===== config.mk =====
export PLATFORM = sky130hd
export DESIGN_NAME = rtccr_top
export DESIGN_NICKNAME = d
export VERILOG_FILES = /design/src/verilog/rtccr_pkg.sv /design/src/verilog/rtccr_top.sv
export SDC_FILE = /design/constraint.sdc
export NUM_CORES = 1
export LEC_CHECK = 0
export BUFFER_PORTS_ARGS = -buffer_cell sky130_fd_sc_hd__buf_2
export CAP_MARGIN = 20
export CORE_UTILIZATION = 40
export DETAILED_ROUTE_END_ITERATION = 6
export PLACE_DENSITY_LB_ADDON = 0.05
export SLEW_MARGIN = 0
export SYNTH_ARGS = -nofsm -noshare
export SYNTH_HDL_FRONTEND = slang
export SYNTH_SLANG_ARGS = --single-unit

===== constraint.sdc =====
create_clock -name REF_CLK -period 16.6 [get_ports REF_CLK]
set_input_delay 2.49 -clock REF_CLK [delete_from_list [all_inputs] [get_ports REF_CLK]]
set_output_delay 2.49 -clock REF_CLK [all_outputs]
set_load 0.005 [all_outputs]

===== src/verilog/rtccr_pkg.sv =====
// Constants, types and helpers shared by the clock/calendar register map block.
// Behaviour
// - Registers and user memory share one space, reached by control code 1101111 plus direction.
// - A register address beyond the implemented range is not acknowledged and not accessed.
// - Clock/calendar, control, alarm and time-stamp registers decode at 0x00 to 0x1F.
// - Sixty-four bytes of user memory decode at 0x20 to 0x5F, separate from registers.
// - All registers and memory bytes keep their contents while on backup supply.
// - Alarm hours format bit is read-only and mirrors the timekeeping hours format bit.
// - Second alarm polarity bit is read-only and mirrors the first alarm polarity bit.
// - Unimplemented bit positions have no storage; writes to them do nothing.
// - Timebase comes from the crystal oscillator or from an external clock input.
// - The crystal oscillator runs only while the start bit in seconds is set.
// - Timekeeping advances from the 32.768 kHz reference, whatever its source; here each enabled edge only pulses TIMEBASE_TICK, no register advances.
// - The external clock is the timebase only while the external select bit is set.
// - Running flag sets after 32 timebase cycles, clears after the failure timeout.
// - Control byte bit zero selects direction: one reads, zero writes.
// - Timekeeping buffer refreshes when a register read starts and when 0x1F wraps.
package rtccr_pkg;

	// ----------------------------------------
	// Addressing.
	// ----------------------------------------
	localparam logic [6:0] RTCCR_CLIENT_CODE = 7'h6f;
	localparam logic [7:0] RTCCR_RTCC_FIRST = 8'h00;
	localparam logic [7:0] RTCCR_RTCC_LAST = 8'h1f;
	localparam logic [7:0] RTCCR_SRAM_FIRST = 8'h20;
	localparam logic [7:0] RTCCR_SRAM_LAST = 8'h5f;
	localparam int RTCCR_RTCC_REGS = 32;
	localparam int RTCCR_SRAM_BYTES = 64;
	localparam int RTCCR_SHADOW_REGS = 7;

	// ----------------------------------------
	// Register offsets and bit positions.
	// ----------------------------------------
	localparam logic [4:0] RTCCR_SECONDS_COUNT = 5'h00;
	localparam logic [4:0] RTCCR_HOURS_COUNT = 5'h02;
	localparam logic [4:0] RTCCR_WEEKDAY_POWER = 5'h03;
	localparam logic [4:0] RTCCR_OUTPUT_ALARM_CTRL = 5'h07;
	localparam logic [4:0] RTCCR_ALARM0_HOURS = 5'h0c;
	localparam logic [4:0] RTCCR_ALARM0_WEEKDAY = 5'h0d;
	localparam logic [4:0] RTCCR_ALARM1_HOURS = 5'h13;
	localparam logic [4:0] RTCCR_ALARM1_WEEKDAY = 5'h14;
	localparam int RTCCR_OSC_START_BIT = 7;
	localparam int RTCCR_HOUR_FORMAT_BIT = 6;
	localparam int RTCCR_OSC_RUNNING_BIT = 5;
	localparam int RTCCR_EXT_CLOCK_BIT = 3;
	localparam int RTCCR_ALARM_POL_BIT = 7;
	localparam logic [7:0] RTCCR_REG_RESET = 8'h00;

	// ----------------------------------------
	// Timing.
	// ----------------------------------------
	localparam int RTCCR_REF_CLK_HZ = 125000000;
	localparam int RTCCR_TIMEBASE_HZ = 32768;
	localparam logic [5:0] RTCCR_OSC_RUN_EDGES = 6'h20;
	localparam int RTCCR_OSC_FAIL_US = 1000;
	localparam int RTCCR_OSC_FAIL_CYCLES = RTCCR_OSC_FAIL_US * (RTCCR_REF_CLK_HZ / 1000000);

	// ----------------------------------------
	// Types.
	// ----------------------------------------
	typedef enum logic [2:0] {ST_IDLE, ST_CTRL, ST_ADDR, ST_WRITE, ST_READ} rtccr_state_t;

	typedef struct packed {
		logic scl;
		logic sda;
		logic x1;
		logic backup;
	} rtccr_pins_t;

	// Storage mask per register; bits outside it are not kept and read as zero, except the running flag and the mirrored format and polarity bits.
	function automatic logic [7:0] rtccr_wmask(input logic [4:0] a);
		logic [7:0] m;
		m = 8'h00;
		case (a)
			5'h00, 5'h06, 5'h07, 5'h08, 5'h0d, 5'h1b: m = 8'hff;
			5'h01, 5'h02, 5'h0a, 5'h0b, 5'h11, 5'h12, 5'h14, 5'h18, 5'h19, 5'h1c, 5'h1d: m = 8'h7f;
			5'h04, 5'h05, 5'h0c, 5'h0e, 5'h13, 5'h15, 5'h1a, 5'h1e: m = 8'h3f;
			5'h03, 5'h0f, 5'h16: m = 8'h1f;
			default: m = 8'h00;
		endcase
		return m;
	endfunction

endpackage


===== src/verilog/rtccr_top.sv =====
// Two-wire client, register map, user memory and timebase supervision of the clock/calendar.
`timescale 1ns/100ps
module rtccr_top
	import rtccr_pkg::*;
#(
	parameter int OSC_FAIL_CYCLES = RTCCR_OSC_FAIL_CYCLES
)
(
	// Clock and reset.
	input wire logic REF_CLK,
	input wire logic RESET,
	// Two-wire host bus pins.
	input wire logic SCL,
	input wire logic SDA_IN,
	output logic SDA_OUT,
	output logic SDA_OE_N,
	// Timebase pin and supply state.
	input wire logic X1_IN,
	input wire logic BACKUP_MODE,
	// Oscillator control and status.
	output logic XTAL_ENABLE,
	output logic TIMEBASE_TICK,
	output logic OSC_RUNNING
);

	localparam int GAP_W = $clog2(OSC_FAIL_CYCLES + 1);

	rtccr_pins_t pins_raw;
	rtccr_pins_t sync1_q;
	rtccr_pins_t sync2_q;
	rtccr_pins_t prev_q;
	rtccr_state_t state_q;
	logic [3:0] bit_cnt_q;
	logic in_ack_q;
	logic nack_q;
	logic [7:0] shift_q;
	logic [7:0] tx_q;
	logic [7:0] ptr_q;
	logic sda_oe_n_q;
	logic sda_out_q;
	logic [7:0] regs_q [RTCCR_RTCC_REGS];
	logic [7:0] sram_q [RTCCR_SRAM_BYTES];
	logic [7:0] shadow_q [RTCCR_SHADOW_REGS];
	logic [5:0] edge_cnt_q;
	logic [GAP_W-1:0] gap_q;
	logic run_q;
	logic xtal_en_q;
	logic tick_q;
	logic [7:0] rd_raw;
	logic [7:0] rd_data;

	// ----------------------------------------
	// Pin synchronisers.
	// ----------------------------------------

	// Every pin passes two flops; edge detection compares the second stage with its delayed copy.
	assign pins_raw = '{scl: SCL, sda: SDA_IN, x1: X1_IN, backup: BACKUP_MODE};

	always_ff @(posedge REF_CLK or posedge RESET)
	begin
		if (RESET)
		begin
			sync1_q <= '1;
			sync2_q <= '1;
			prev_q <= '1;
		end
		else
		begin
			sync1_q <= pins_raw;
			sync2_q <= sync1_q;
			prev_q <= sync2_q;
		end
	end

	// ----------------------------------------
	// Bus event and address decode.
	// ----------------------------------------

	// Start and stop are data edges while the clock line stays high.
	wire backup = sync2_q.backup;
	wire scl_rise = !prev_q.scl && sync2_q.scl;
	wire scl_fall = prev_q.scl && !sync2_q.scl;
	wire scl_high = prev_q.scl && sync2_q.scl;
	wire start_cond = scl_high && prev_q.sda && !sync2_q.sda;
	wire stop_cond = scl_high && !prev_q.sda && sync2_q.sda;
	wire byte_done = scl_fall && !in_ack_q && (bit_cnt_q == 4'h8) && (state_q != ST_IDLE);
	wire ack_end = scl_fall && in_ack_q;
	wire ctrl_match = (shift_q[7:1] == RTCCR_CLIENT_CODE);
	wire addr_ok = (shift_q <= RTCCR_SRAM_LAST);
	wire is_rtcc_ptr = (ptr_q <= RTCCR_RTCC_LAST);
	wire is_sram_ptr = (ptr_q >= RTCCR_SRAM_FIRST) && (ptr_q <= RTCCR_SRAM_LAST);
	wire [7:0] sram_off = ptr_q - RTCCR_SRAM_FIRST;
	wire [5:0] sram_idx = sram_off[5:0];
	wire [4:0] reg_idx = ptr_q[4:0];
	wire [7:0] wmask = rtccr_wmask(reg_idx);
	wire wr_en = byte_done && (state_q == ST_WRITE) && !backup;
	wire rtcc_wrap = (ptr_q == RTCCR_RTCC_LAST);
	wire [7:0] ptr_next = rtcc_wrap ? RTCCR_RTCC_FIRST : (ptr_q == RTCCR_SRAM_LAST) ? RTCCR_SRAM_FIRST : ptr_q + 8'h01;
	wire read_start = byte_done && (state_q == ST_CTRL) && ctrl_match && shift_q[0];
	wire shadow_load = (read_start && is_rtcc_ptr) || (byte_done && (state_q == ST_READ) && rtcc_wrap);
	wire ack_this = ((state_q == ST_CTRL) && ctrl_match) || ((state_q == ST_ADDR) && addr_ok) || (state_q == ST_WRITE);
	wire [2:0] tx_pos = 3'(4'h7 - bit_cnt_q);
	wire tx_bit = tx_q[tx_pos];
	wire drive_bit = scl_fall && !in_ack_q && (state_q == ST_READ) && (bit_cnt_q != 4'h0) && (bit_cnt_q < 4'h8);

	// ----------------------------------------
	// Read view of the map.
	// ----------------------------------------

	// Timekeeping bytes come from the buffer so a multi-byte read sees one consistent time.
	always_comb
	begin
		rd_raw = regs_q[reg_idx];
		if (reg_idx < 5'(RTCCR_SHADOW_REGS))
			rd_raw = shadow_q[reg_idx[2:0]];
		case (reg_idx)
			RTCCR_WEEKDAY_POWER: rd_raw[RTCCR_OSC_RUNNING_BIT] = run_q;
			RTCCR_ALARM0_HOURS, RTCCR_ALARM1_HOURS:
				rd_raw[RTCCR_HOUR_FORMAT_BIT] = regs_q[RTCCR_HOURS_COUNT][RTCCR_HOUR_FORMAT_BIT];
			RTCCR_ALARM1_WEEKDAY:
				rd_raw[RTCCR_ALARM_POL_BIT] = regs_q[RTCCR_ALARM0_WEEKDAY][RTCCR_ALARM_POL_BIT];
			default: rd_raw = rd_raw;
		endcase
		if (is_sram_ptr)
			rd_data = sram_q[sram_idx];
		else if (is_rtcc_ptr)
			rd_data = rd_raw;
		else
			rd_data = 8'h00;
	end

	// ----------------------------------------
	// Client state machine.
	// ----------------------------------------

	// The interface is dead on backup supply; a stop or a new start always resynchronises it.
	always_ff @(posedge REF_CLK or posedge RESET)
	begin
		if (RESET)
		begin
			state_q <= ST_IDLE;
			bit_cnt_q <= 4'h0;
			in_ack_q <= 1'b0;
			nack_q <= 1'b0;
			shift_q <= 8'h00;
			tx_q <= 8'h00;
			ptr_q <= 8'h00;
		end
		else if (backup || stop_cond)
		begin
			state_q <= ST_IDLE;
			in_ack_q <= 1'b0;
		end
		else if (start_cond)
		begin
			state_q <= ST_CTRL;
			bit_cnt_q <= 4'h0;
			in_ack_q <= 1'b0;
			nack_q <= 1'b0;
		end
		else
		begin
			if (scl_rise && (state_q != ST_IDLE))
			begin
				if (!in_ack_q && (bit_cnt_q < 4'h8))
				begin
					shift_q <= {shift_q[6:0], sync2_q.sda};
					bit_cnt_q <= bit_cnt_q + 4'h1;
				end
				else if (in_ack_q && (state_q == ST_READ))
					nack_q <= sync2_q.sda;
			end
			if (byte_done)
			begin
				in_ack_q <= 1'b1;
				case (state_q)
					ST_CTRL: if (!ctrl_match) state_q <= ST_IDLE;
					ST_ADDR:
					begin
						if (addr_ok)
							ptr_q <= shift_q;
						else
							state_q <= ST_IDLE;
					end
					ST_WRITE: ptr_q <= ptr_next;
					ST_READ: ptr_q <= ptr_next;
					default: state_q <= ST_IDLE;
				endcase
			end
			if (ack_end)
			begin
				in_ack_q <= 1'b0;
				bit_cnt_q <= 4'h0;
				case (state_q)
					ST_CTRL:
					begin
						state_q <= shift_q[0] ? ST_READ : ST_ADDR;
						tx_q <= rd_data;
					end
					ST_ADDR: state_q <= ST_WRITE;
					ST_READ:
					begin
						if (nack_q)
							state_q <= ST_IDLE;
						else
							tx_q <= rd_data;
					end
					default: state_q <= state_q;
				endcase
			end
		end
	end

	// Data line: acknowledge after received bytes, read data shifted out on falling clock edges.
	always_ff @(posedge REF_CLK or posedge RESET)
	begin
		if (RESET)
		begin
			sda_oe_n_q <= 1'b1;
			sda_out_q <= 1'b0;
		end
		else
		begin
			sda_out_q <= 1'b0;
			if (backup || stop_cond || start_cond)
				sda_oe_n_q <= 1'b1;
			else if (byte_done)
				sda_oe_n_q <= !ack_this;
			else if (ack_end)
				sda_oe_n_q <= ((state_q == ST_CTRL) && shift_q[0]) || ((state_q == ST_READ) && !nack_q) ? rd_data[7] : 1'b1;
			else if (drive_bit)
				sda_oe_n_q <= tx_bit;
		end
	end

	// ----------------------------------------
	// Register file and user memory.
	// ----------------------------------------

	// Only power-on reset clears the map; backup supply leaves every byte as it is.
	always_ff @(posedge REF_CLK or posedge RESET)
	begin
		if (RESET)
		begin
			for (int i = 0; i < RTCCR_RTCC_REGS; i++)
				regs_q[i] <= RTCCR_REG_RESET;
		end
		else if (wr_en && is_rtcc_ptr)
			regs_q[reg_idx] <= shift_q & wmask;
	end

	// User memory has no reset on purpose: it must survive everything except loss of all supply.
	always_ff @(posedge REF_CLK)
	begin
		if (wr_en && is_sram_ptr)
			sram_q[sram_idx] <= shift_q;
	end

	// Buffered timekeeping copy.
	always_ff @(posedge REF_CLK or posedge RESET)
	begin
		if (RESET)
		begin
			for (int i = 0; i < RTCCR_SHADOW_REGS; i++)
				shadow_q[i] <= RTCCR_REG_RESET;
		end
		else if (shadow_load)
		begin
			for (int i = 0; i < RTCCR_SHADOW_REGS; i++)
				shadow_q[i] <= regs_q[i];
		end
	end

	// ----------------------------------------
	// Timebase source and supervision.
	// ----------------------------------------

	// Crystal needs the start bit; the external clock is only taken with its select bit set.
	wire st_bit = regs_q[RTCCR_SECONDS_COUNT][RTCCR_OSC_START_BIT];
	wire ext_sel = regs_q[RTCCR_OUTPUT_ALARM_CTRL][RTCCR_EXT_CLOCK_BIT];
	wire src_en = ext_sel || st_bit;
	wire x1_rise = !prev_q.x1 && sync2_q.x1;
	wire tick = x1_rise && src_en;
	wire [5:0] edge_next = edge_cnt_q + 6'h01;
	wire gap_over = (gap_q == GAP_W'(OSC_FAIL_CYCLES));

	// The gap counter only needs to reach the timeout, so it saturates there.
	always_ff @(posedge REF_CLK or posedge RESET)
	begin
		if (RESET)
		begin
			edge_cnt_q <= 6'h00;
			gap_q <= '0;
			run_q <= 1'b0;
		end
		else if (tick)
		begin
			gap_q <= '0;
			if (edge_cnt_q < RTCCR_OSC_RUN_EDGES)
				edge_cnt_q <= edge_next;
			if (edge_next == RTCCR_OSC_RUN_EDGES)
				run_q <= 1'b1;
		end
		else if (gap_over)
		begin
			run_q <= 1'b0;
			edge_cnt_q <= 6'h00;
		end
		else
			gap_q <= gap_q + GAP_W'(1);
	end

	// Registered oscillator outputs.
	always_ff @(posedge REF_CLK or posedge RESET)
	begin
		if (RESET)
		begin
			xtal_en_q <= 1'b0;
			tick_q <= 1'b0;
		end
		else
		begin
			xtal_en_q <= st_bit && !ext_sel;
			tick_q <= tick;
		end
	end

	// Output ports.
	assign SDA_OUT = sda_out_q;
	assign SDA_OE_N = sda_oe_n_q;
	assign XTAL_ENABLE = xtal_en_q;
	assign TIMEBASE_TICK = tick_q;
	assign OSC_RUNNING = run_q;
endmodule

==> results of run 1 <==
-- path summary, 6_finish.rpt --
check / start / endpoint / depth (start not counted)
worst max-delay path: ptr_q[1] / tx_q[4] / 9
worst min register to register: sync1_q[0] / backup / 0
worst min-delay path: sync1_q[0] / backup / 0
max in group asynchronous: RESET / edge_cnt_q[0] / 4
worst max register to register: ptr_q[1] / tx_q[4] / 9
min in group asynchronous: RESET / regs_q[218] / 2
-- power by group through the flow --
stage	Combinational (mW)	Sequential (mW)	Clock [mW]
after floorplan	0.0238	2.40	0
after global placement	0.0446	2.40	0
after detailed placement	0.0464	2.40	0
after CTS	0.0464	2.35	2.17
after global routing	0.0499	2.35	2.25
final	0.0439	2.35	2.13
-- placed cells by master (no fill, tap or decap), types with 12 or more instances in the layout --
cell,Yosys,layout
buf_4,2,67
inv_1,15,13
a21oi_1,66,66
o21ai_1,84,84
nand3_1,36,36
clkbuf_1,100,23
dfrtp_1,371,360
o221ai_1,15,15
xor2_1,12,12
a221oi_1,88,88
o22ai_1,25,25
mux4_2,63,63
clkinv_2,0,16
clkbuf_16,0,99
a221o_1,15,15
a31oi_1,17,17
nor2_1,153,150
nand2b_1,22,22
nor3_1,18,16
edfxtp_1,512,512
a22oi_1,40,40
dfstp_2,12,12
mux2_2,131,131
mux2i_1,62,62
o21ai_0,232,232
nand2_1,369,368
and2_1,22,21
ha_1,15,15
-- cell families after synthesis --
kind of cell | count (synthesis)
mux | 258
simple gates | 724
buf+inv | 218
flops | 895
xor+xnor | 19
compound gates | 685
other cells | 1
fa+ha+maj | 15
-- worst max-delay path, delay by kind of cell, from the launching register on --
kind | cells | cell delay [ps]
DFF | 1 | 470
and+or+nand+nor | 2 | 790
buffers and inverters | 3 | 1630
AOI/OAI and AO/OA | 4 | 1620
-- per-layer routing --
metal  vias up  global-route usage  routed length [um]
met5         -                   0                   0
met3       180             0.03480                6954
met2       833              0.4160               57710
met4         0             0.07185                3041
met1     12410              0.3374               50060
li1      10570                   -                   -
-- flip-flops by register name, indices dropped and copies added (netlist names), 3 cells and up --
| name | count |
|---|---|
| bit_cnt_q | 4 |
| edge_cnt_q | 6 |
| gap_q | 17 |
| prev_q | 3 |
| ptr_q | 8 |
| regs_q | 255 |
| shadow_q | 56 |
| shift_q | 8 |
| sram_q | 512 |
| state_q | 3 |
| sync1_q | 4 |
| sync2_q | 3 |
| tx_q | 8 |
-- cell type report --
class	instances	area, um2
multi-input combinational	1702	11770
clock buffer	131	2688
timing repair buffer	78	588.1
fill	8434	51250
tap	1254	1569
inverter	18	75.07
sequential	895	25000
clock inverter	38	395.4
-- stage by stage --
| stage | utilization | setup WS (ps) |
|---|---|---|
| floorplan | - | 3487 |
| global placement | 0.4175 | 11640 |
| detailed placement | 0.4178 | 11570 |
| CTS | 0.4508 | 11990 |
| global route | 0.4508 | 11930 |
| finish | 0.4508 | 11910 |
==> results by group, run 1 <==
Yosys
  • Yosys reg bits: 895
  • Syn nets: 2836
  • Ys flop type: edfxtp_1
  • Mapped Area: 37640 um2
  • Post-synthesis sequential area ratio: 0.6635
  • Top-count cell post-synth: edfxtp_1
  • Avg Cell Area, Syn: 13.37 um2
  • Post-synth EDFFs: 512
  • Largest family of logic cells by synthesized area: compound AO/OA/AOI/OAI gates
  • Simple-gate share of the synthesized area: 0.09009
  • Netlist cell types: 84
  • Post-synthesis adder-cell area fraction: 0.004986
  • Asr flop ratio synth: 0.4279
  • Synth Area in XOR/XNOR: 0.004421
  • Share of the synthesized area in the top cell type: 0.4085
  • Ys Warns: 0
  • Mapped Cells: 2815
  • Top cell type by total area after synthesis: edfxtp_1
  • Synth top area cells: edfxtp_1 (41%), dfrtp_1 (25%), mux2_2 (3.9%)
  • Post-synthesis compound-gate area fraction: 0.1168
  • Commonest cells in the synthesized netlist: edfxtp_1 (512), dfrtp_1 (371), nand2_1 (369), o21ai_0 (232), nor2_1 (153)
  • Mux cell area share after synthesis: 0.09398

Worst setup path
  • R2r setup slk: 11910 ps
  • Critical Path Slowest Stage Cell: a2111oi_0
  • Startpoint Class: flop
  • Crit-path max cell delay: 1000 ps
  • Crit Path Class: reg2reg
  • CP endpoint kind: flop
  • CP required: 17150 ps
  • CP Max Fanout: 45
  • CP dominant cell by count: buf_4
  • CP Data Arrival Time: 5240 ps
  • Crit path cell chain: buf_4, buf_4, and2_1, buf_4, a22oi_1, and3_1, a2111oi_0, a311oi_1, a211o_1

Clock network
  • Post-CTS Setup Inserts: 0
  • CTS clk-pin slew, worst paths: 60 ps
  • Post-CTS sizing: 0
  • Root buf cell: clkbuf_16
  • Num CTS Buffers: 97
  • Max clock buf depth: 3
  • Worst skew pair latency: 670 ps
  • H-tree depth: 3
  • Sink Count: 895
  • TritonCTS clock tree: done
  • Hold buffers post-CTS: 0

Drt
  • Drt via density: 5.828
  • Total Wirelength: 117800 um
  • DRT iter0 DRCs: 2422
  • Via count: 23990
  • DRC Markers: 1
  • Wire per inst: 28.61 um
  • ANT nets after route: 0
  • Drt pass-1 iters: 7

Pwr
  • Worst vdd ir: 0.00009002 V
  • Sw power: 0.9315 mW
  • Switch share: 0.2060
  • Power share of the clock group: 0.470
  • Pleak: 15.27 nW
  • Power consumption: 4.523 mW
  • Combinational power share: 0.010
  • Sequential Power Share: 0.520
  • Power density over the cells: 107.5 nW/um2
  • Int Pwr: 3.591 mW

Outcome
  • Failing checks: design-rule violations
  • Outcome: finished with violations

Floorplan
  • Die Ht: 308.8 um
  • Die Wd: 308.8 um
  • I/O Pins: 11
  • FP Rows: 112
  • Initial Util: 0.4033
  • Die area: 95330 um2
  • Core Region: 93330 um2

Final layout
  • Post-Layout Cell Count: 4116
  • Share of cells above drive strength 1: 0.1716
  • Synth-to-layout area growth: 11.79%
  • Final nets: 2813
  • Finished Cell Area: 42080 um2
  • Antenna Diode Count: 0

Timing
  • Final number of hold-violating endpoints: 0
  • RSZ-0062 raised after global routing: no
  • Fin Setup TNS: 0 ps
  • Peak Freq: 213.4 MHz
  • Max-slew violation count: 0
  • Period minus WS final: 4686 ps
  • Final hold slack: 358.8 ps
  • Worst Tran Pin Value: 1195 ps
  • Finish-stage setup viols: 0
  • Relative slew slack: 0.1831
  • Part of the cycle the worst path needs: 0.2823
  • Setup Skew: 15.87 ps

Place
  • Post-Place Cells: 3947
  • DP HPWL: 71690 um
  • IO buf count: 9
  • GPL Wtd Cong: 0.8309
  • Post-Place Cell Area: 38990 um2

Global routing
  • Vias in the first global route: 24030
  • Initial antenna violation count: 2
  • Total GRT Usage: 0.2487
  • Global route overflow: 0
  • Largest net degree at the start of global routing: 110
  • Global-route wire length before repair: 171400 um

Job
  • Max-Cap Viols: 0

Worst hold path
  • Worst hold path class: reg2reg
Power figures use the tool's default switching activity.
==> run 2, diff against run 1 <==
Clock period 16.6 ns to 4.3 ns, I/O delays scaled along.
==> run 2 against run 1 <==
  * The run still ends with design-rule violations left
  * Clock skew grew 11 ps
  * Clock-buffer cell count grew 6
  * Utilization grew 1.2 points
  * Sequential power grew to 3.9 times the previous value
  * Via count grew 2.8%
  * Die area is the same
  * Sequential share of layout area shrank 1.5 points
  * Sequential cell count is the same
  * Register-to-register slack lost 11000 ps
  * Setup slack lost 11000 ps
  * Global-route usage grew 1.1 points
  * Cell count grew 3.2%
  * Critical path type unchanged
  * Largest power group unchanged
==> results by group, run 2 (same netlist as run 1, synthesis figures left out) <==
Outcome
  • Outcome: finished with violations
  • Failing checks: design-rule violations

Pwr
  • Power consumption: 17.83 mW (+290%)
  • Pleak: 15.98 nW (+4.7%)
  • Worst vdd ir: 0.0002975 V (+230%)
  • Power density over the cells: 412.8 nW/um2 (+280%)

Floorplan
  • Die Ht: 308.8 um (unchanged)
  • FP Rows: 112 (unchanged)
  • Die Wd: 308.8 um (unchanged)
  • Initial Util: 0.4033 (unchanged)
  • Core Region: 93330 um2 (unchanged)
  • I/O Pins: 11 (unchanged)
  • Die area: 95330 um2 (unchanged)

Clock network
  • Sink Count: 895 (unchanged)
  • Post-CTS sizing: 0 (unchanged)
  • CTS clk-pin slew, worst paths: 60 ps (about the same)
  • Root buf cell: clkbuf_16
  • TritonCTS clock tree: done
  • Num CTS Buffers: 100 (+3.1%)
  • Hold buffers post-CTS: 0 (unchanged)
  • Worst skew pair latency: 690 ps (+20 ps)
  • Post-CTS Setup Inserts: 0 (unchanged)
  • Max clock buf depth: 3 (unchanged)
  • H-tree depth: 3 (unchanged)

Place
  • IO buf count: 9 (unchanged)
  • Post-Place Cell Area: 39920 um2 (+2.4%)
  • GPL Wtd Cong: 0.8808 (+6.0%)
  • Place WS: 782.0 ps (-10790 ps)
  • DP HPWL: 78560 um (+9.6%)

Drt
  • DRC Markers: 1 (unchanged)
  • Total Wirelength: 122200 um (+3.8%)
  • Drt pass-1 iters: 7 (unchanged)
  • ANT nets after route: 0 (unchanged)
  • Via count: 24650 (+2.8%)
  • Drt via density: 5.806 (-0.38%)
  • Wire per inst: 28.78 um (+0.58%)
  • DRT iter0 DRCs: 2348 (-3.1%)

Final layout
  • Fill cell count: 8425 (-0.11%)
  • Largest reg by FF count: sram_q
  • Commonest cells after routing, fill and taps aside: edfxtp_1 (512), nand2_1 (368), dfrtp_1 (360), o21ai_0 (232), buf_4 (176)
  • Synth-to-layout area growth: 14.78%
  • Largest register FFs: 512 (unchanged)
  • Share of cells above drive strength 1: 0.2054 (+0.03379)
  • Final nets: 2932 (+4.2%)
  • Commonest non-fill, non-tap cell in the layout: edfxtp_1
  • Finished Cell Area: 43200 um2 (+2.7%)
  • Top flop regs: sram_q x512, regs_q x255, shadow_q x56

Global routing
  • Initial antenna violation count: 0 (-2)
  • Largest net degree at the start of global routing: 118 (+7.3%)
  • Total GRT Usage: 0.2599 (+0.01114)
  • Vias in the first global route: 24580 (+2.3%)
  • Global route overflow: 0 (unchanged)
  • Global-route wire length before repair: 178200 um (+4.0%)

Worst setup path
  • CP endpoint kind: flop
  • CP required: 4930 ps (-12220 ps)
  • FF-to-FF Start: state_q[0]
  • Startpoint Class: flop
  • CP Max Fanout: 19 (-58%)
  • Setup crit start: state_q[0]
  • Setup crit end: tx_q[5]
  • Crit Path Class: reg2reg
  • CP Data Arrival Time: 4280 ps (-960 ps)
  • Depth of the most critical reg-to-reg path: 6 (-3)
  • R2r endpoint: tx_q[5]
  • R2r setup slk: 640 ps (-11270 ps)

Timing
  • RSZ-0062 raised after global routing: no
  • Setup Skew: 26.45 ps (+10.59 ps)
  • Final number of hold-violating endpoints: 0 (unchanged)
  • Final setup margin: 645.0 ps (-11270 ps)
  • Relative slew slack: 0.1763 (-0.006813)
  • Part of the cycle the worst path needs: 0.8500 (+0.5677)
  • Period minus WS final: 3655 ps (-1031 ps)
  • Worst Tran Pin Value: 1231 ps (+36.56 ps)
  • Max-slew violation count: 0 (unchanged)
  • Peak Freq: 273.6 MHz (+28%)
  • Finish-stage setup viols: 0 (unchanged)

Worst hold path
  • Worst hold path class: in2reg

Job
  • Max-Cap Viols: 0 (unchanged)
## run 2: per-stage QoR
step / util / hold WS, ps / setup TNS (ps) / cells
after floorplan: - / 345.2 / -551150 / 2815
after global placement: 0.4277 / 347.4 / 0 / 4062
after detailed placement: 0.4278 / 348.7 / 0 / 4063
after CTS: 0.4628 / 20.73 / 0 / 4244
after global routing: 0.4628 / 31.99 / 0 / 4244
final: 0.4629 / 54.44 / 0 / 4246
## run 2: layout make-up
| class | instances | area (um2) | share of cell area |
|---|---|---|---|
| well taps | 1254 | 1569 | 0.03632 |
| clock inverters | 44 | 459.2 | 0.01063 |
| repair buffers | 194 | 1531 | 0.03545 |
| multi-input cells | 1702 | 11760 | 0.2721 |
| diodes | 2 | 5.005 | 0.0001158 |
| flip-flops and latches | 895 | 25000 | 0.5786 |
| clock buffers | 137 | 2814 | 0.06514 |
| inverters | 18 | 71.32 | 0.001651 |
## run 2: worst min path at each step
| stage | endpoint | depth (start not counted) | slack [ps] | start |
|---|---|---|---|---|
| floorplan | backup | 0 | 350 | sync1_q[0] |
| global placement | sync2_q[2] | 0 | 350 | sync1_q[2] |
| detailed placement | sync2_q[1] | 0 | 350 | sync1_q[1] |
| CTS | sync1_q[3] | 1 | 20 | SCL |
| global route | sync1_q[2] | 1 | 30 | SDA_IN |
| finish | sync1_q[3] | 1 | 50 | SCL |
## run 2: layer usage
metal | GRT usage | wire length, um
met5 | 0 | 0
met4 | 0.09464 | 4343
met3 | 0.03720 | 6545
met2 | 0.4225 | 58500
met1 | 0.3548 | 52800
## run 2: where the power goes
| group | leakage (nW) | switching, mW | internal (mW) |
|---|---|---|---|
| Sequential | 9.92 | 0.0213 | 9.06 |
| Combinational | 4.45 | 0.153 | 0.0286 |
| Clock | 1.61 | 3.53 | 5.04 |
## run 2: worst max-delay path, stage by stage, from the launching register on
cell      delay (ps)
dfrtp_1          580
or3b_2           560
a2111o_1         670
nor2_1           550
o311ai_0         290
o41ai_1          750
a31o_2           200
